[src/hdl/lcc_pkg.sv]
// Constants, field layout and types of the LCD control and contrast block.
// Assumes one 125 MHz system clock and a register index per bus word.
package lcc_pkg;

    // ------------------------------------------------------------------
    // Register indices (byte address is four times the index)
    // ------------------------------------------------------------------
    localparam logic [7:0] IDX_CONTRAST = 8'h9C;
    localparam logic [7:0] IDX_CONTROL  = 8'h9D;
    localparam logic [7:0] IDX_MASTER   = 8'hAB;
    localparam logic [7:0] IDX_MCFG     = 8'hA0;
    localparam logic [7:0] IDX_POWER    = 8'hA1;
    localparam logic [7:0] IDX_BATMON   = 8'hA2;
    localparam logic [7:0] IDX_STATUS   = 8'hA3;
    localparam int         SEG_BYTES    = 16;
    localparam logic [7:0] DATA_IDX [SEG_BYTES] = '{
        8'h89, 8'h8A, 8'h8B, 8'h8C, 8'h8D, 8'h8E, 8'h91, 8'h92,
        8'h93, 8'h94, 8'h95, 8'h96, 8'h97, 8'h99, 8'h9A, 8'h9B};

    // ------------------------------------------------------------------
    // Field positions
    // ------------------------------------------------------------------
    localparam int CTL_RSVD    = 7;
    localparam int CTL_DIV_LO  = 5;
    localparam int CTL_BLANK   = 4;
    localparam int CTL_SIZE    = 3;
    localparam int CTL_MUX_LO  = 1;
    localparam int CTL_BIAS    = 0;
    localparam int MST_RSVD    = 7;
    localparam int MST_LOWDRV  = 2;
    localparam int MST_ENABLE  = 0;
    localparam int MCFG_BYPASS = 0;
    localparam int PWR_PUMP    = 3;
    localparam int BMON_ENABLE = 7;
    localparam int CNT_WIDTH   = 5;

    // ------------------------------------------------------------------
    // Reset values and codes
    // ------------------------------------------------------------------
    localparam logic [7:0] RST_CONTROL  = 8'h00;
    localparam logic [7:0] RST_CONTRAST = 8'h00;
    localparam logic [7:0] RST_MASTER   = 8'h20;
    localparam logic [7:0] RST_MCFG     = 8'h00;
    localparam logic [7:0] RST_POWER    = 8'h00;
    localparam logic [7:0] RST_BATMON   = 8'h00;
    localparam logic [1:0] MUX_STATIC   = 2'h0;
    localparam logic [1:0] MUX_FOUR     = 2'h3;
    localparam logic [1:0] RD_LAST      = 2'h2;

    typedef enum logic [4:0] {
        MODE_OFF    = 5'h01,
        MODE_BYPASS = 5'h02,
        MODE_MIN    = 5'h04,
        MODE_CONST  = 5'h08,
        MODE_AUTO   = 5'h10
    } lcc_mode_t;

endpackage

[src/hdl/lcc_mem_if.sv]
// Port bundle between the control block and its segment data store.
// Assumes both ends share the system clock.
`timescale 1ns/1ps
interface lcc_mem_if;
    logic         we;
    logic [3:0]   waddr;
    logic [7:0]   wdata;
    logic [3:0]   raddr;
    logic [7:0]   rdata;
    logic [127:0] image;

    modport store (input we, waddr, wdata, raddr, output rdata, image);
    modport user  (output we, waddr, wdata, raddr, input rdata, image);
endinterface

[src/hdl/lcc_ctrl.sv]
// LCD control, segment gating and contrast mode selection, Avalon-MM slave.
// Assumes synchronous inputs, one system clock, battery comparator is async.
`timescale 1ns/1ps

// Function
// - Control bit 7 reads zero, written zero
// - Clock divide code gives 1, 2, 4
// - Blank bit turns every segment off
// - Size bit selects 16 or 32 pins
// - Mux field selects static to four-mux
// - Bias bit third or half, ignored static
// - Contrast setpoint steps sixty millivolts upward
// - Mode decoded from four scattered bits
// - Mode 1 bypasses rail to battery
// - Mode 2 bypass, pump when battery low
// - Mode 3 regulates, pump when battery low
// - Mode 4 regulates, bypass when battery low
// - Mode 4 never enables the charge pump
// - Each nibble bit drives one backplane segment
// - Unused nibble bits per mux mode ignored
module lcc_ctrl
    import lcc_pkg::*;
(
    // Clock and reset
    input  wire logic           CLK_SYS_I,
    input  wire logic           SYS_RST_I,
    // Avalon-MM slave
    input  wire logic [9:0]     AVS_ADDRESS_I,
    input  wire logic           AVS_READ_I,
    input  wire logic           AVS_WRITE_I,
    input  wire logic [3:0]     AVS_BYTEENABLE_I,
    input  wire logic [31:0]    AVS_WRITEDATA_I,
    output logic      [31:0]    AVS_READDATA_O,
    output wire logic           AVS_WAITREQUEST_O,
    // Oscillator and battery comparator
    input  wire logic           LFO_CLK_I,
    input  wire logic           VBAT_LOW_I,
    // Segment and backplane setup
    output logic      [127:0]   SEG_STATE_O,
    output logic      [31:0]    SEG_PIN_EN_O,
    output logic      [1:0]     MUX_MODE_O,
    output logic                BIAS_HALF_O,
    output wire logic           LCD_TICK_O,
    // Display supply rail control
    output logic      [4:0]     CONTRAST_SET_O,
    output logic                RAIL_BYPASS_O,
    output logic                RAIL_REGULATE_O,
    output logic                PUMP_EN_O
);
    // ------------------------------------------------------------------
    // Registers and bus decode
    // ------------------------------------------------------------------
    logic [6:0]  control_q;
    logic [4:0]  contrast_q;
    logic [6:0]  master_q;
    logic [7:0]  mcfg_q;
    logic [7:0]  power_q;
    logic [7:0]  batmon_q;
    logic [1:0]  rd_cnt_q;
    logic [31:0] rdata_q;
    logic [31:0] rdata_d;
    logic [7:0]  word_idx;
    logic        aligned;
    logic        wr_fire;
    logic        wr_lane0;
    logic [7:0]  wbyte;
    logic [SEG_BYTES-1:0] data_hit_vec;
    logic        data_hit;
    logic [3:0]  data_slot;
    logic        hit_control;
    logic        hit_contrast;
    logic        hit_master;
    logic        hit_mcfg;
    logic        hit_power;
    logic        hit_batmon;
    logic        hit_status;

    lcc_mem_if mem_bus ();

    assign word_idx     = AVS_ADDRESS_I[9:2];
    assign aligned      = AVS_ADDRESS_I[1:0] == 2'h0;
    assign hit_control  = aligned && word_idx == IDX_CONTROL;
    assign hit_contrast = aligned && word_idx == IDX_CONTRAST;
    assign hit_master   = aligned && word_idx == IDX_MASTER;
    assign hit_mcfg     = aligned && word_idx == IDX_MCFG;
    assign hit_power    = aligned && word_idx == IDX_POWER;
    assign hit_batmon   = aligned && word_idx == IDX_BATMON;
    assign hit_status   = aligned && word_idx == IDX_STATUS;

    genvar g;
    generate
        for (g = 0; g < SEG_BYTES; g++) begin : g_data_hit
            assign data_hit_vec[g] = aligned && word_idx == DATA_IDX[g];
        end
    endgenerate

    function automatic logic [3:0] slot_of(input logic [SEG_BYTES-1:0] v);
        logic [3:0] s;
        s = 4'h0;
        for (int k = 0; k < SEG_BYTES; k++) begin
            if (v[k]) begin
                s = 4'(k);
            end
        end
        return s;
    endfunction

    assign data_hit  = |data_hit_vec;
    assign data_slot = slot_of(data_hit_vec);

    // Writes never wait; reads wait two cycles for registered data
    assign AVS_WAITREQUEST_O = AVS_READ_I && rd_cnt_q != RD_LAST;
    assign wr_fire  = AVS_WRITE_I && !AVS_READ_I;
    assign wr_lane0 = wr_fire && AVS_BYTEENABLE_I[0];
    assign wbyte    = AVS_WRITEDATA_I[7:0];

    assign mem_bus.we    = wr_lane0 && data_hit;
    assign mem_bus.waddr = data_slot;
    assign mem_bus.wdata = wbyte;
    assign mem_bus.raddr = data_slot;

    lcc_seg_mem u_seg_mem (
        .CLK_SYS_I (CLK_SYS_I),
        .SYS_RST_I (SYS_RST_I),
        .mem       (mem_bus)
    );

    always_ff @(posedge CLK_SYS_I) begin
        if (SYS_RST_I) begin
            control_q  <= RST_CONTROL[6:0];
            contrast_q <= RST_CONTRAST[CNT_WIDTH-1:0];
            master_q   <= RST_MASTER[6:0];
            mcfg_q     <= RST_MCFG;
            power_q    <= RST_POWER;
            batmon_q   <= RST_BATMON;
        end else if (wr_lane0) begin
            if (hit_control)  control_q  <= wbyte[6:0];
            if (hit_contrast) contrast_q <= wbyte[CNT_WIDTH-1:0];
            if (hit_master)   master_q   <= wbyte[6:0];
            if (hit_mcfg)     mcfg_q     <= wbyte;
            if (hit_power)    power_q    <= wbyte;
            if (hit_batmon)   batmon_q   <= wbyte;
        end
    end

    // ------------------------------------------------------------------
    // Read path
    // ------------------------------------------------------------------
    logic      battery_low_q;
    lcc_mode_t mode_q;

    always_comb begin
        rdata_d = 32'h0000_0000;
        if (hit_control)  rdata_d = {25'h0, control_q};
        if (hit_contrast) rdata_d = {27'h0, contrast_q};
        if (hit_master)   rdata_d = {25'h0, master_q};
        if (hit_mcfg)     rdata_d = {24'h0, mcfg_q};
        if (hit_power)    rdata_d = {24'h0, power_q};
        if (hit_batmon)   rdata_d = {24'h0, batmon_q};
        if (hit_status) begin
            rdata_d = {23'h0, battery_low_q, PUMP_EN_O, RAIL_REGULATE_O,
                       RAIL_BYPASS_O, mode_q};
        end
        if (data_hit)     rdata_d = {24'h0, mem_bus.rdata};
    end

    always_ff @(posedge CLK_SYS_I) begin
        if (SYS_RST_I) begin
            rd_cnt_q <= 2'h0;
            rdata_q  <= 32'h0000_0000;
        end else begin
            if (AVS_READ_I && AVS_WAITREQUEST_O) begin
                rd_cnt_q <= 2'(rd_cnt_q + 2'h1);
            end else begin
                rd_cnt_q <= 2'h0;
            end
            if (rd_cnt_q == 2'h1) begin
                rdata_q <= rdata_d;
            end
        end
    end
    assign AVS_READDATA_O = rdata_q;

    // ------------------------------------------------------------------
    // LCD tick and battery comparator
    // ------------------------------------------------------------------
    logic lcd_tick;
    logic vbat_meta_q;
    logic vbat_sync_q;

    lcc_tick_div u_tick_div (
        .CLK_SYS_I (CLK_SYS_I),
        .SYS_RST_I (SYS_RST_I),
        .osc_i     (LFO_CLK_I),
        .div_i     (control_q[CTL_DIV_LO+1:CTL_DIV_LO]),
        .tick_o    (lcd_tick)
    );
    assign LCD_TICK_O = lcd_tick;

    // two stages, then taken on tick
    always_ff @(posedge CLK_SYS_I) begin
        if (SYS_RST_I) begin
            vbat_meta_q   <= 1'b0;
            vbat_sync_q   <= 1'b0;
            battery_low_q <= 1'b0;
        end else begin
            vbat_meta_q <= VBAT_LOW_I;
            vbat_sync_q <= vbat_meta_q;
            if (lcd_tick) battery_low_q <= vbat_sync_q;
        end
    end

    // ------------------------------------------------------------------
    // Contrast mode selection
    // ------------------------------------------------------------------
    logic      msc_lowdrv;
    logic      cfg_bypass;
    logic      pwr_pump;
    logic      bmon_en;
    lcc_mode_t dec_mode;
    logic      bypass_d;
    logic      regulate_d;
    logic      pump_d;

    assign msc_lowdrv = master_q[MST_LOWDRV];
    assign cfg_bypass = mcfg_q[MCFG_BYPASS];
    assign pwr_pump   = power_q[PWR_PUMP];
    assign bmon_en    = batmon_q[BMON_ENABLE];

    // low-drive bit free in modes 3, 4
    assign dec_mode =
        (!msc_lowdrv && cfg_bypass && !pwr_pump && !bmon_en) ? MODE_BYPASS :
        (!msc_lowdrv && cfg_bypass &&  pwr_pump &&  bmon_en) ? MODE_MIN    :
        (!cfg_bypass &&  pwr_pump && bmon_en)                ? MODE_CONST  :
        (!cfg_bypass && !pwr_pump && bmon_en)                ? MODE_AUTO   :
                                                               MODE_OFF;

    always_comb begin
        bypass_d   = 1'b0;
        regulate_d = 1'b0;
        pump_d     = 1'b0;
        case (dec_mode)
            MODE_BYPASS: bypass_d = 1'b1;
            MODE_MIN: begin
                bypass_d = !vbat_sync_q;
                pump_d   = vbat_sync_q;
            end
            MODE_CONST: begin
                regulate_d = !vbat_sync_q;
                pump_d     = vbat_sync_q;
            end
            MODE_AUTO: begin
                regulate_d = !vbat_sync_q;
                bypass_d   = vbat_sync_q;
            end
            default: bypass_d = 1'b0;
        endcase
    end

    always_ff @(posedge CLK_SYS_I) begin
        if (SYS_RST_I) begin
            mode_q          <= MODE_OFF;
            RAIL_BYPASS_O   <= 1'b0;
            RAIL_REGULATE_O <= 1'b0;
            PUMP_EN_O       <= 1'b0;
        end else if (lcd_tick) begin
            mode_q          <= dec_mode;
            RAIL_BYPASS_O   <= bypass_d;
            RAIL_REGULATE_O <= regulate_d;
            PUMP_EN_O       <= pump_d;
        end
    end

    // ------------------------------------------------------------------
    // Segment gating
    // ------------------------------------------------------------------
    logic [1:0]   mux_sel;
    logic [3:0]   use_mask;
    logic         blank;
    logic         size32;
    logic         disp_on;
    logic [127:0] seg_d;
    logic [31:0]  pin_en_d;

    assign mux_sel  = control_q[CTL_MUX_LO+1:CTL_MUX_LO];
    assign blank    = control_q[CTL_BLANK];
    assign size32   = control_q[CTL_SIZE];
    assign disp_on  = master_q[MST_ENABLE];
    // only the low bits the mux needs
    assign use_mask = 4'(4'hF >> (MUX_FOUR - mux_sel));

    generate
        for (g = 0; g < 32; g++) begin : g_pin
            // upper pins only in 32 pin size
            assign pin_en_d[g] = (g < 16) || size32;
            assign seg_d[4*g+3:4*g] = mem_bus.image[4*g+3:4*g] & use_mask
                                    & {4{disp_on && !blank && pin_en_d[g]}};
        end
    endgenerate

    always_ff @(posedge CLK_SYS_I) begin
        if (SYS_RST_I) begin
            SEG_STATE_O    <= 128'h0;
            SEG_PIN_EN_O   <= 32'h0000_0000;
            MUX_MODE_O     <= MUX_STATIC;
            BIAS_HALF_O    <= 1'b0;
            CONTRAST_SET_O <= RST_CONTRAST[CNT_WIDTH-1:0];
        end else if (lcd_tick) begin
            SEG_STATE_O    <= seg_d;
            SEG_PIN_EN_O   <= pin_en_d;
            MUX_MODE_O     <= mux_sel;
            BIAS_HALF_O    <= control_q[CTL_BIAS] && mux_sel != MUX_STATIC;
            CONTRAST_SET_O <= contrast_q;
        end
    end
endmodule // lcc_ctrl

[src/hdl/lcc_seg_mem.sv]
// Sixteen byte segment data store with a registered read port.
// Assumes synchronous active high reset; image shows all bytes at once.
`timescale 1ns/1ps
module lcc_seg_mem
    import lcc_pkg::*;
(
    // Clock and reset
    input  wire logic   CLK_SYS_I,
    input  wire logic   SYS_RST_I,
    // Store side
    lcc_mem_if.store    mem
);
    logic [7:0] mem_q [SEG_BYTES];
    logic [7:0] rdata_q;

    always_ff @(posedge CLK_SYS_I) begin
        if (SYS_RST_I) begin
            rdata_q <= 8'h00;
        end else begin
            rdata_q <= mem_q[mem.raddr];
        end
    end

    genvar i;
    generate
        for (i = 0; i < SEG_BYTES; i++) begin : g_byte
            always_ff @(posedge CLK_SYS_I) begin
                if (SYS_RST_I) begin
                    mem_q[i] <= 8'h00;
                end else if (mem.we && mem.waddr == 4'(i)) begin
                    mem_q[i] <= mem.wdata;
                end
            end
            assign mem.image[8*i+7:8*i] = mem_q[i];
        end
    endgenerate

    assign mem.rdata = rdata_q;
endmodule // lcc_seg_mem

[src/hdl/lcc_tick_div.sv]
// Divides the low frequency oscillator into the LCD clock tick.
// Assumes the oscillator level is synchronous to the system clock.
`timescale 1ns/1ps
module lcc_tick_div
    import lcc_pkg::*;
(
    // Clock and reset
    input  wire logic       CLK_SYS_I,
    input  wire logic       SYS_RST_I,
    // Oscillator and divide code
    input  wire logic       osc_i,
    input  wire logic [1:0] div_i,
    // One cycle LCD tick
    output wire logic       tick_o
);
    logic       osc_q;
    logic [1:0] div_q;
    logic [1:0] cnt_q;
    logic [1:0] cnt_d;
    logic [1:0] mask;
    logic       rise;
    logic       div_chg;

    // divide by 1, 2 or 4
    assign mask    = (div_i == 2'h0) ? 2'h0 : (div_i == 2'h1) ? 2'h1 : 2'h3;
    assign rise    = osc_i && !osc_q;
    assign div_chg = div_i != div_q;
    assign tick_o  = !SYS_RST_I && rise && !div_chg && ((cnt_q & mask) == mask);
    assign cnt_d   = div_chg ? 2'h0 : rise ? 2'(cnt_q + 2'h1) : cnt_q;

    // Edge history tracks the pin in reset: no false tick on release
    always_ff @(posedge CLK_SYS_I) begin
        osc_q <= osc_i;
        if (SYS_RST_I) begin
            div_q <= 2'h0;
            cnt_q <= 2'h0;
        end else begin
            div_q <= div_i;
            cnt_q <= cnt_d;
        end
    end

    // ------------------------------------------------------------------
    // Checks
    // ------------------------------------------------------------------
    logic [2:0] rises_q;
    always_ff @(posedge CLK_SYS_I) begin
        if (SYS_RST_I || div_chg || tick_o) begin
            rises_q <= 3'h0;
        end else if (rise) begin
            rises_q <= 3'(rises_q + 3'h1);
        end
    end
endmodule // lcc_tick_div

[config.mk]
export PLATFORM = sky130hd
export DESIGN_NAME = lcc_ctrl
export DESIGN_NICKNAME = d
export VERILOG_FILES = /design/src/hdl/lcc_pkg.sv /design/src/hdl/lcc_mem_if.sv /design/src/hdl/lcc_ctrl.sv /design/src/hdl/lcc_seg_mem.sv /design/src/hdl/lcc_tick_div.sv
export SDC_FILE = /design/constraint.sdc
export NUM_CORES = 1
export LEC_CHECK = 0
export BUFFER_PORTS_ARGS = -buffer_cell sky130_fd_sc_hd__buf_2
export CORE_UTILIZATION = 40
export CTS_CLUSTER_SIZE = 10
export DETAILED_ROUTE_END_ITERATION = 7
export MAX_ROUTING_LAYER = met4
export PLACE_DENSITY_LB_ADDON = 0.25
export SYNTH_ARGS = -nofsm -noshare
export SYNTH_HDL_FRONTEND = slang
export SYNTH_HIERARCHICAL = 1
export SYNTH_SLANG_ARGS = --single-unit
[constraint.sdc]
create_clock -name CLK_SYS_I -period 2.4 [get_ports CLK_SYS_I]
set_input_delay 0.12 -clock CLK_SYS_I [delete_from_list [all_inputs] [get_ports CLK_SYS_I]]
set_output_delay 0.12 -clock CLK_SYS_I [all_outputs]
set_load 0.05 [all_outputs]
==> results of run 1 <==
## synth_stat cells, drive strengths merged (2+ instances only)
| cell type | instances | share of area (%) |
|---|---|---|
| xor2 | 4 | 0.24 |
| edfxtp | 128 | 26 |
| or3 | 2 | 0.12 |
| a211o | 3 | 0.18 |
| nand4 | 6 | 0.36 |
| and2 | 134 | 5.7 |
| nor3 | 5 | 0.36 |
| dfxtp | 216 | 29 |
| mux2 | 4 | 0.31 |
| and3 | 2 | 0.085 |
| nand3 | 23 | 0.85 |
| nor2b | 17 | 0.72 |
| a221oi | 4 | 0.24 |
| a21oi | 34 | 1.2 |
| nor3b | 3 | 0.22 |
| clkbuf | 72 | 1.8 |
| a22o | 2 | 0.12 |
| nand2b | 12 | 0.51 |
| o211ai | 7 | 0.36 |
| nand3b | 4 | 0.20 |
| nand2 | 42 | 1.1 |
| a2111oi | 4 | 0.31 |
| o2bb2ai | 2 | 0.12 |
| o21a | 3 | 0.15 |
| o31ai | 2 | 0.10 |
| a22oi | 146 | 7.4 |
| inv | 9 | 0.23 |
| buf | 77 | 3.8 |
| o22ai | 4 | 0.17 |
| o21ai | 16 | 0.54 |
| mux2i | 98 | 6.7 |
| o2111ai | 4 | 0.24 |
| mux4 | 12 | 1.9 |
| nor2 | 224 | 5.8 |
| or2 | 3 | 0.13 |
| ha | 2 | 0.17 |
| a32oi | 5 | 0.30 |
| o21bai | 16 | 0.81 |
## tightest hold or removal path: cells and delay by family
family	cells	cell delay [ns]
buffers and inverters	1	0.11
and+or+nand+nor	3	0.26
## through the flow
stage	hold slack, ns	worst slack, ns	power [mW]
4_1_cts	0.0128	0.0447	12.8
3_3_place_gp	0.253	0.0820	7.14
3_5_place_dp	0.266	0.0232	7.14
2_1_floorplan	0.148	-0.169	6.90
6_report	0.0189	0.0849	12.6
5_1_grt	0.0335	0.00460	13.0
## power by group
group          total (mW)  internal (mW)  switching, mW
Clock                5.61           3.31           2.29
Sequential           6.30           6.19          0.116
Combinational       0.728          0.186          0.542
## cell type report
type | instances | area, sq um
Sequential cell | 344 | 8170
Clock inverter | 2 | 23.8
Inverter | 9 | 36.3
Tap cell | 461 | 577
Multi-Input combinational cell | 888 | 5930
Clock buffer | 66 | 1170
Antenna cell | 1 | 2.50
Timing Repair Buffer | 279 | 1670
Fill cell | 3306 | 18300
## final timing paths
check               start               to  slack, ns
max          control_q[5]       LCD_TICK_O       0.08
min            AVS_READ_I      rd_cnt_q[1]       0.02
max reg2reg  control_q[5]  SEG_STATE_O[17]       0.13
min reg2reg   rd_cnt_q[0]      rd_cnt_q[0]       0.45
## state kept, by name (all words and copies together), names as in the netlist, 2 cells and up
signal               cells
contrast_q               5
AVS_READDATA_O           9
u_seg_mem/mem_q        128
batmon_q                 8
mode_q                   5
mcfg_q                   8
master_q                 7
SEG_STATE_O            128
u_tick_div/cnt_q         2
power_q                  8
MUX_MODE_O               2
SEG_PIN_EN_O             2
control_q                7
CONTRAST_SET_O           5
u_seg_mem/mem.rdata      8
rd_cnt_q                 2
u_tick_div/div_q         2
## timing repair
action	in CTS	in global routing
hold buffers	3	0
endpoints found under the hold margin	4	0
endpoints found under the setup margin	1	22
gates resized for setup	1	2
## kinds of logic (layout without fill, tap and decap cells)
group                      count (synthesis)  count (layout)  share of synthesized area (%)
muxes                                    114             114                           8.89
adders and majority gates                  2               2                          0.170
AOI/OAI and AO/OA                        258             258                           12.6
buffers and inverters                    158             356                           5.85
xor gates and xnor gates                   5               5                          0.297
and+or+nand+nor                          486             486                           16.8
DFF                                      344             344                           55.4
other                                      1              24                         0.0254
## layer usage
metal  vias up  part of all wire, %  global-route usage [%]
li1       5186                    -                       -
met1      5303                   44                    29.9
met2       369                   47                    35.3
met3        61                  6.3                    3.69
met4         0                  2.1                    5.61
met5         -                    0                       -
==> results.txt, run 1 <==
The run finished with clean final reports. In the routed design, unresolved DRC markers number 0. The count of endpoints failing setup in the final report came out at 0. The layout cell share with drive strength beyond 1 is 23.9%. The number of buffers and inverters on the critical path is 2. After detailed routing, the number of vias per cell comes to 5.33. Setup repair after global routing left no endpoint under its margin.

The maximum clock path buffer count came out at 3. The die span in x is 194 um. The core occupancy in the finished layout is 48.9%. The largest delay contributor family on the critical path is simple AND/OR/NAND/NOR gates.

The number of distinct standard cells referenced by the synthesized netlist came out at 68. The total track usage is 22.4%. At the end of routability-driven placement, the weighted congestion stood at 0.919. In this run the remaining antenna-violating nets after routing total 0. The starting density of the core came out at 41.1%. The clock drives 344 sinks. The clock latency of the later-clocked register in the worst-skew pair is 0.53 ns.

Compared with the post-synthesis result, the final layout area differs by 19.2%. The remaining max-slew budget at the tightest pin is 36.9%. The number of input and output port buffers inserted came out at 206. The cell with the largest stage delay on the worst path is sky130_fd_sc_hd__or3_4. The slew at the pin closest to its max-slew limit is 0.943 ns. The count of flip-flops with a built-in enable after synthesis is 128. For this run, the register share of the synthesized area comes to 55.4%. The maximum clock rate came out at 432 MHz.

The number of global-route vias before repair came to 10400. The number of H-tree levels is 2. The critical path goes through xor2_1, or3_4, nor3b_4, buf_6, clkbuf_4. The number of antenna violations at the first check in global routing came out at 1. The average footprint of a synthesized cell is 10.8 sq um. The count of standard-cell rows came out at 69. The floorplan step defined a die boundary enclosing 37600 sq um.

In this run the cell area of the synthesized design comes to 14700 sq um. The leakage power came out at 7.02 nW. The endpoint required time on the critical path came out at 2.28 ns.

The most used flip-flop cell after synthesis is sky130_fd_sc_hd__dfxtp_1. After synthesis the netlist holds a flip-flop and latch count of 344. After clock tree synthesis, the clock-pin slew on the worst setup and hold paths is 0.06 ns. The fraction of synthesis flops using an asynchronous set or reset pin is 0%.

IR analysis of the VDD net gives a maximum drop of 0.000545 V. The kind of end point of the critical path is an output port. Excluding fillers, the count of instances in the completed layout stands at 2050. Leaving out fill and tap cells, the most frequent cell in the layout is sky130_fd_sc_hd__nor2_1. Once placement finished, the instance area stood at 16300 sq um. The tree is rooted in a sky130_fd_sc_hd__clkbuf_16. In the layout the commonest cells are sky130_fd_sc_hd__nor2_1, sky130_fd_sc_hd__dfxtp_1, sky130_fd_sc_hd__buf_2. The first global-routing pass estimated 63.0 mm of wire. The ratio of final minimum period to clock period is 96.5%. Clock skew on the completed layout was measured at 0.0191 ns. Entering global routing, the biggest net connects 151 pins. The die is 194 um tall.

The logic depth of the worst path, buffers included came out at 5. The detailed router finished its first iteration with 828 violations. Measured in cells, the most critical reg-to-reg path has a length of 8. The routed design has 41.7 mm of wire. Once placement completed, the tool counted placed cells totaling 1978. The critical path is of the flip-flop to output port type. The count of cells along the worst hold path is 4. The number of instances in the synthesized netlist came out at 1368.

The number of max-capacitance violations reported came out at 0. The worst hold path belongs to the class primary input to flip-flop. The count of nets after finishing is 1617. Summed over all failing endpoints, the final setup total negative slack is 0 ns. The number of warnings issued by yosys is 6. Dividing the detail-routed wire length by the instance count gives 20.4 um. TritonCTS built the clock tree.

STA classifies the critical path startpoint as a flip-flop. The via count came out at 10900. The max-slew violation count is 0. The power per cell area is 719 nW/um^2. The critical path arrival came out at 2.20 ns. The number of hold violations in the final report is 0. The iteration count of the initial detailed-routing pass is 7. The highest net fanout along the worst path is 20. The total clock buffers created by CTS is 41.

After global routing the overflow that remains totals 0. The time the worst path needs with I/O delays and setup is 2.32 ns. The cell area after layout came out at 17600 sq um. The number of top-level pins is 257. The delay of the slowest cell on the worst path came out at 0.40 ns. The placeable core region came out at 35900 sq um.

The count of buffers added by post-CTS timing repair for setup is 0. The wire-length estimate of the detail-placed layout is 29.1 mm.
Power figures use the tool's default switching activity.
==> inputs of run 2 (changes only) <==
SYNTH_HIERARCHICAL = default   (was 1)
==> results.txt, run 2 <==
The vertical extent of the die came out at 197 um (+1.7%). The layout cell share with drive strength beyond 1 is 22.4% (-1.5 points). The iteration count of the initial detailed-routing pass is 5 (-2). The violation count after the first detailed-routing iteration came out at 941 (+14%). Leaving out fill and tap cells, the most frequent cells in the layout are sky130_fd_sc_hd__dfxtp_1, sky130_fd_sc_hd__buf_2, sky130_fd_sc_hd__nand2_1.

The slew at the pin closest to its max-slew limit is 1.25 ns (+0.308 ns). The worst setup path is of the primary input to flip-flop kind. The max-slew violation count came out at 0 (unchanged). The number of antenna-violating nets in the routed design is 0 (unchanged). Yosys instantiated no cell more often than sky130_fd_sc_hd__dfxtp_1. The endpoint required time on the critical path came out at 2.88 ns (+0.60 ns). The logic depth of the worst path, buffers included came to 11 (+6). The average wire per standard cell is 20.5 um (+0.70%). The delay of the slowest cell on the worst path is 0.98 ns (+0.58 ns). The count of buffers added by post-CTS timing repair for setup was 0 (unchanged).

The total track usage came out at 24.3% (+1.9 points). The clock input transition at the sequential cells of the worst setup and hold paths is 0.06 ns (about the same). The netlist area before placement is 15300 sq um (+3.5%).

The via count came out at 12000 (+10%). The count of flip-flops with a built-in enable after synthesis was 128 (unchanged). The final hold slack came out at 0.0829 ns (+0.0640 ns).

The count of non-filler cells in the finished layout is 2254 (+10%). The vias per cell came out at 5.33 (+0.13%). The worst supply voltage drop on vdd came out at 0.000400 V (-27%). The cell count of the worst reg-to-reg path is 5 (-3). The total clock buffers created by CTS is 41 (unchanged). The cell at the root of the clock tree is sky130_fd_sc_hd__clkbuf_16. The number of sinks handled by clock tree synthesis is 344 (unchanged).

The commonest non-fill, non-tap cell in the layout is sky130_fd_sc_hd__dfxtp_1. The element type at the critical path start is a primary input. The first-pass GRT wire length is 69.6 mm (+10%).

In this run the worst hold path is classified as primary input to flip-flop. The clock latency of the later-clocked register in the worst-skew pair came to 0.54 ns (about the same). The post-detailed-placement half-perimeter wirelength is 32.3 mm (+11%).

The highest net fanout along the worst path is 9 (-55%). On the critical path, the stage with the largest delay is an instance of sky130_fd_sc_hd__a2111oi_0. The worst setup path is captured at a flip-flop. The end of the worst register-to-register path is u_seg_mem.mem.rdata[3]. The count of nets after finishing came out at 1766 (+9.2%). The dominant cell type by count on the critical path is sky130_fd_sc_hd__buf_4. The sum of overflow across all layers after global routing was 0 (unchanged). The maximum clock rate was 426 MHz (-1.4%). The power per cell area came out at 710 nW/um^2 (-1.3%). The number of global-route vias before repair is 11600 (+11%). The number of antenna violations at the first check in global routing came out at 1 (unchanged).

The number of top-level pins is 257 (unchanged). The number of buffers and inverters on the critical path is 6 (+4). In the synthesized netlist the dominant register cell turns out to be sky130_fd_sc_hd__dfxtp_1. The number of instances in the synthesized netlist is 1511 (+10%).

The post-synthesis to final-layout area growth was 19.2% (about the same). The overall routed net length came out at 46.2 mm (+11%). The fraction of synthesis flops using an asynchronous set or reset pin came out at 0% (unchanged). The most critical setup path has its endpoint at u_seg_mem.mem.rdata[3]. The die span in x is 197 um (+1.7%).

In this design, the largest share of critical-path delay is due to compound AO/OA/AOI/OAI gates. The number of H-tree levels is 2 (unchanged). The number of register bits inferred by synthesis was 344 (unchanged). The die area was 39000 sq um (+3.5%). The commonest cells after synthesis are sky130_fd_sc_hd__dfxtp_1, sky130_fd_sc_hd__nand2_1, sky130_fd_sc_hd__and2_1. Traced cell by cell, the critical path runs through buf_2, inv_1, buf_4, nor4_2, o21ai_2, buf_12, mux2i_1, buf_4, a2111oi_0, buf_4, o41a_1. The time the worst path needs with I/O delays and setup came out at 2.35 ns (+0.0323 ns). The number of distinct standard cells referenced by the synthesized netlist is 77 (+13%). The placed cell count is 2174 (+9.9%). The remaining max-slew budget at the tightest pin is 14.4% (-22 points). The number of max-capacitance violations reported is 0 (unchanged).

The most critical setup path has its startpoint at AVS_ADDRESS_I[5]. The proportion of synthesized chip area in sequential cells is 53.5% (-1.9 points). The flow ran to the end, and the final reports show no timing, DRC or antenna violations. The critical path arrival is 2.83 ns (+0.63 ns). Setup repair after global routing left no endpoint under its margin. The count of standard-cell rows is 71 (+2.9%). sky130_fd_sc_hd__dfxtp_1 takes more of the synthesized area than any other cell.

The number of hold violations in the final report came out at 0 (unchanged). The number of input and output port buffers inserted is 206 (unchanged). The clock skew came out at 0.0105 ns (-0.00858 ns). The largest net degree at the start of global routing came out at 146 (-3.3%).

The total DRC errors in the routed layout came out at 0 (unchanged). The worst reg2reg path startpoint is u_seg_mem.mem_q[0][3]. The starting density of the core is 40.6% (-0.43 points). The average footprint of a synthesized cell is 10.1 sq um (-6.3%).

The leakage power is 7.22 nW (+2.8%). The placeable core region came out at 37600 sq um (+4.6%). The ratio of final minimum period to clock period is 97.8% (+1.3 points). The global placer's final weighted congestion came out at 0.965 (+5.0%). The worst reg-to-reg setup slack is 0.39 ns (+0.26 ns). The count of endpoints failing setup in the final report came out at 0 (unchanged). Sorting the synthesized cells by area gives the leading types as sky130_fd_sc_hd__dfxtp_1, sky130_fd_sc_hd__edfxtp_1, sky130_fd_sc_hd__mux2i_1, sky130_fd_sc_hd__and2_1, sky130_fd_sc_hd__a21oi_1. The CTS tree is built. The number of warnings issued by yosys is 0 (-6).

The maximum clock path buffer count is 3 (unchanged). The share of the synthesized area in the top cell type came out at 28.3% (-1.0 points).
-- run 2: worst register-to-register path, stage by stage, from the launching register on --
cell                        delay (ns)
sky130_fd_sc_hd__edfxtp_1         0.37
sky130_fd_sc_hd__mux2i_1          0.09
sky130_fd_sc_hd__buf_4            0.14
sky130_fd_sc_hd__a2111oi_0        0.98
sky130_fd_sc_hd__buf_4            0.24
sky130_fd_sc_hd__o41a_1           0.13
-- run 2: cell type report --
type | count | area, sq um
clock inverters | 2 | 13.8
inverters | 12 | 46.3
clock buffers | 70 | 1200
well taps | 511 | 639
repair buffers | 299 | 1880
flip-flops and latches | 344 | 8170
multi-input cells | 1014 | 6250
diodes | 2 | 5.00
fillers | 3542 | 19400
-- run 2: what timing repair did --
action	in CTS	in global routing
resized for setup	1	1
pin swaps	0	0
hold buffers	5	0
cloned	1	0
hold endpoints to repair	8	0
endpoints found under the setup margin	1	1
-- run 2: power breakdown --
part | internal (mW) | switching (mW) | total [mW]
sequential | 6.18 | 0.109 | 6.29
combinational | 0.259 | 0.655 | 0.914
clock | 3.37 | 2.34 | 5.71
total | 9.81 | 3.10 | 12.9
-- run 2: through the flow --
stage / util, % / setup WS [ns] / setup TNS [ns] / power (mW) / cell area (sq um)
after floorplan: - / 0.00885 / 0 / 7.04 / 15400
after global placement: 45.0 / -0.332 / -1.25 / 7.30 / 16900
after detailed placement: 45.0 / -0.328 / -0.918 / 7.31 / 16900
after CTS: 48.4 / 0.0605 / 0 / 13.0 / 18200
after global routing: 48.4 / 0.0212 / 0 / 13.3 / 18200
final: 48.4 / 0.0526 / 0 / 12.9 / 18200
-- run 2: logic make-up (layout without fill, tap and decap cells) --
logic type / Yosys count / count (layout) / synth area share (%)
simple gates: 581 / 581 / 19.4
flops: 344 / 344 / 53.5
compound gates: 297 / 297 / 13.0
buf+inv: 175 / 383 / 6.26
mux: 104 / 104 / 7.15
xor+xnor: 7 / 7 / 0.524
fa+ha+maj: 2 / 2 / 0.164
other cells: 1 / 25 / 0.0246
-- run 2: worst min-delay path by stage --
| stage | start | endpoint | slack, ns | depth (start not counted) |
|---|---|---|---|---|
| after floorplan | LFO_CLK_I | u_tick_div.osc_q | 0.15 | 0 |
| after global placement | LFO_CLK_I | u_tick_div.osc_q | 0.24 | 1 |
| final | AVS_WRITEDATA_I[2] | master_q[2] | 0.08 | 3 |
| after CTS | AVS_WRITEDATA_I[2] | master_q[2] | 0.08 | 3 |
| after detailed placement | LFO_CLK_I | u_tick_div.osc_q | 0.24 | 1 |
| after global routing | AVS_WRITEDATA_I[2] | master_q[2] | 0.10 | 3 |
-- run 2: per-layer routing --
| layer | share of wire, % | track usage (%) | routed length [um] |
|---|---|---|---|
| met1 | 45 | 32.5 | 20700 |
| met2 | 46 | 37.2 | 21100 |
| met3 | 6.7 | 3.94 | 3070 |
| met4 | 2.9 | 8.10 | 1350 |
| met5 | 0 | - | 0 |
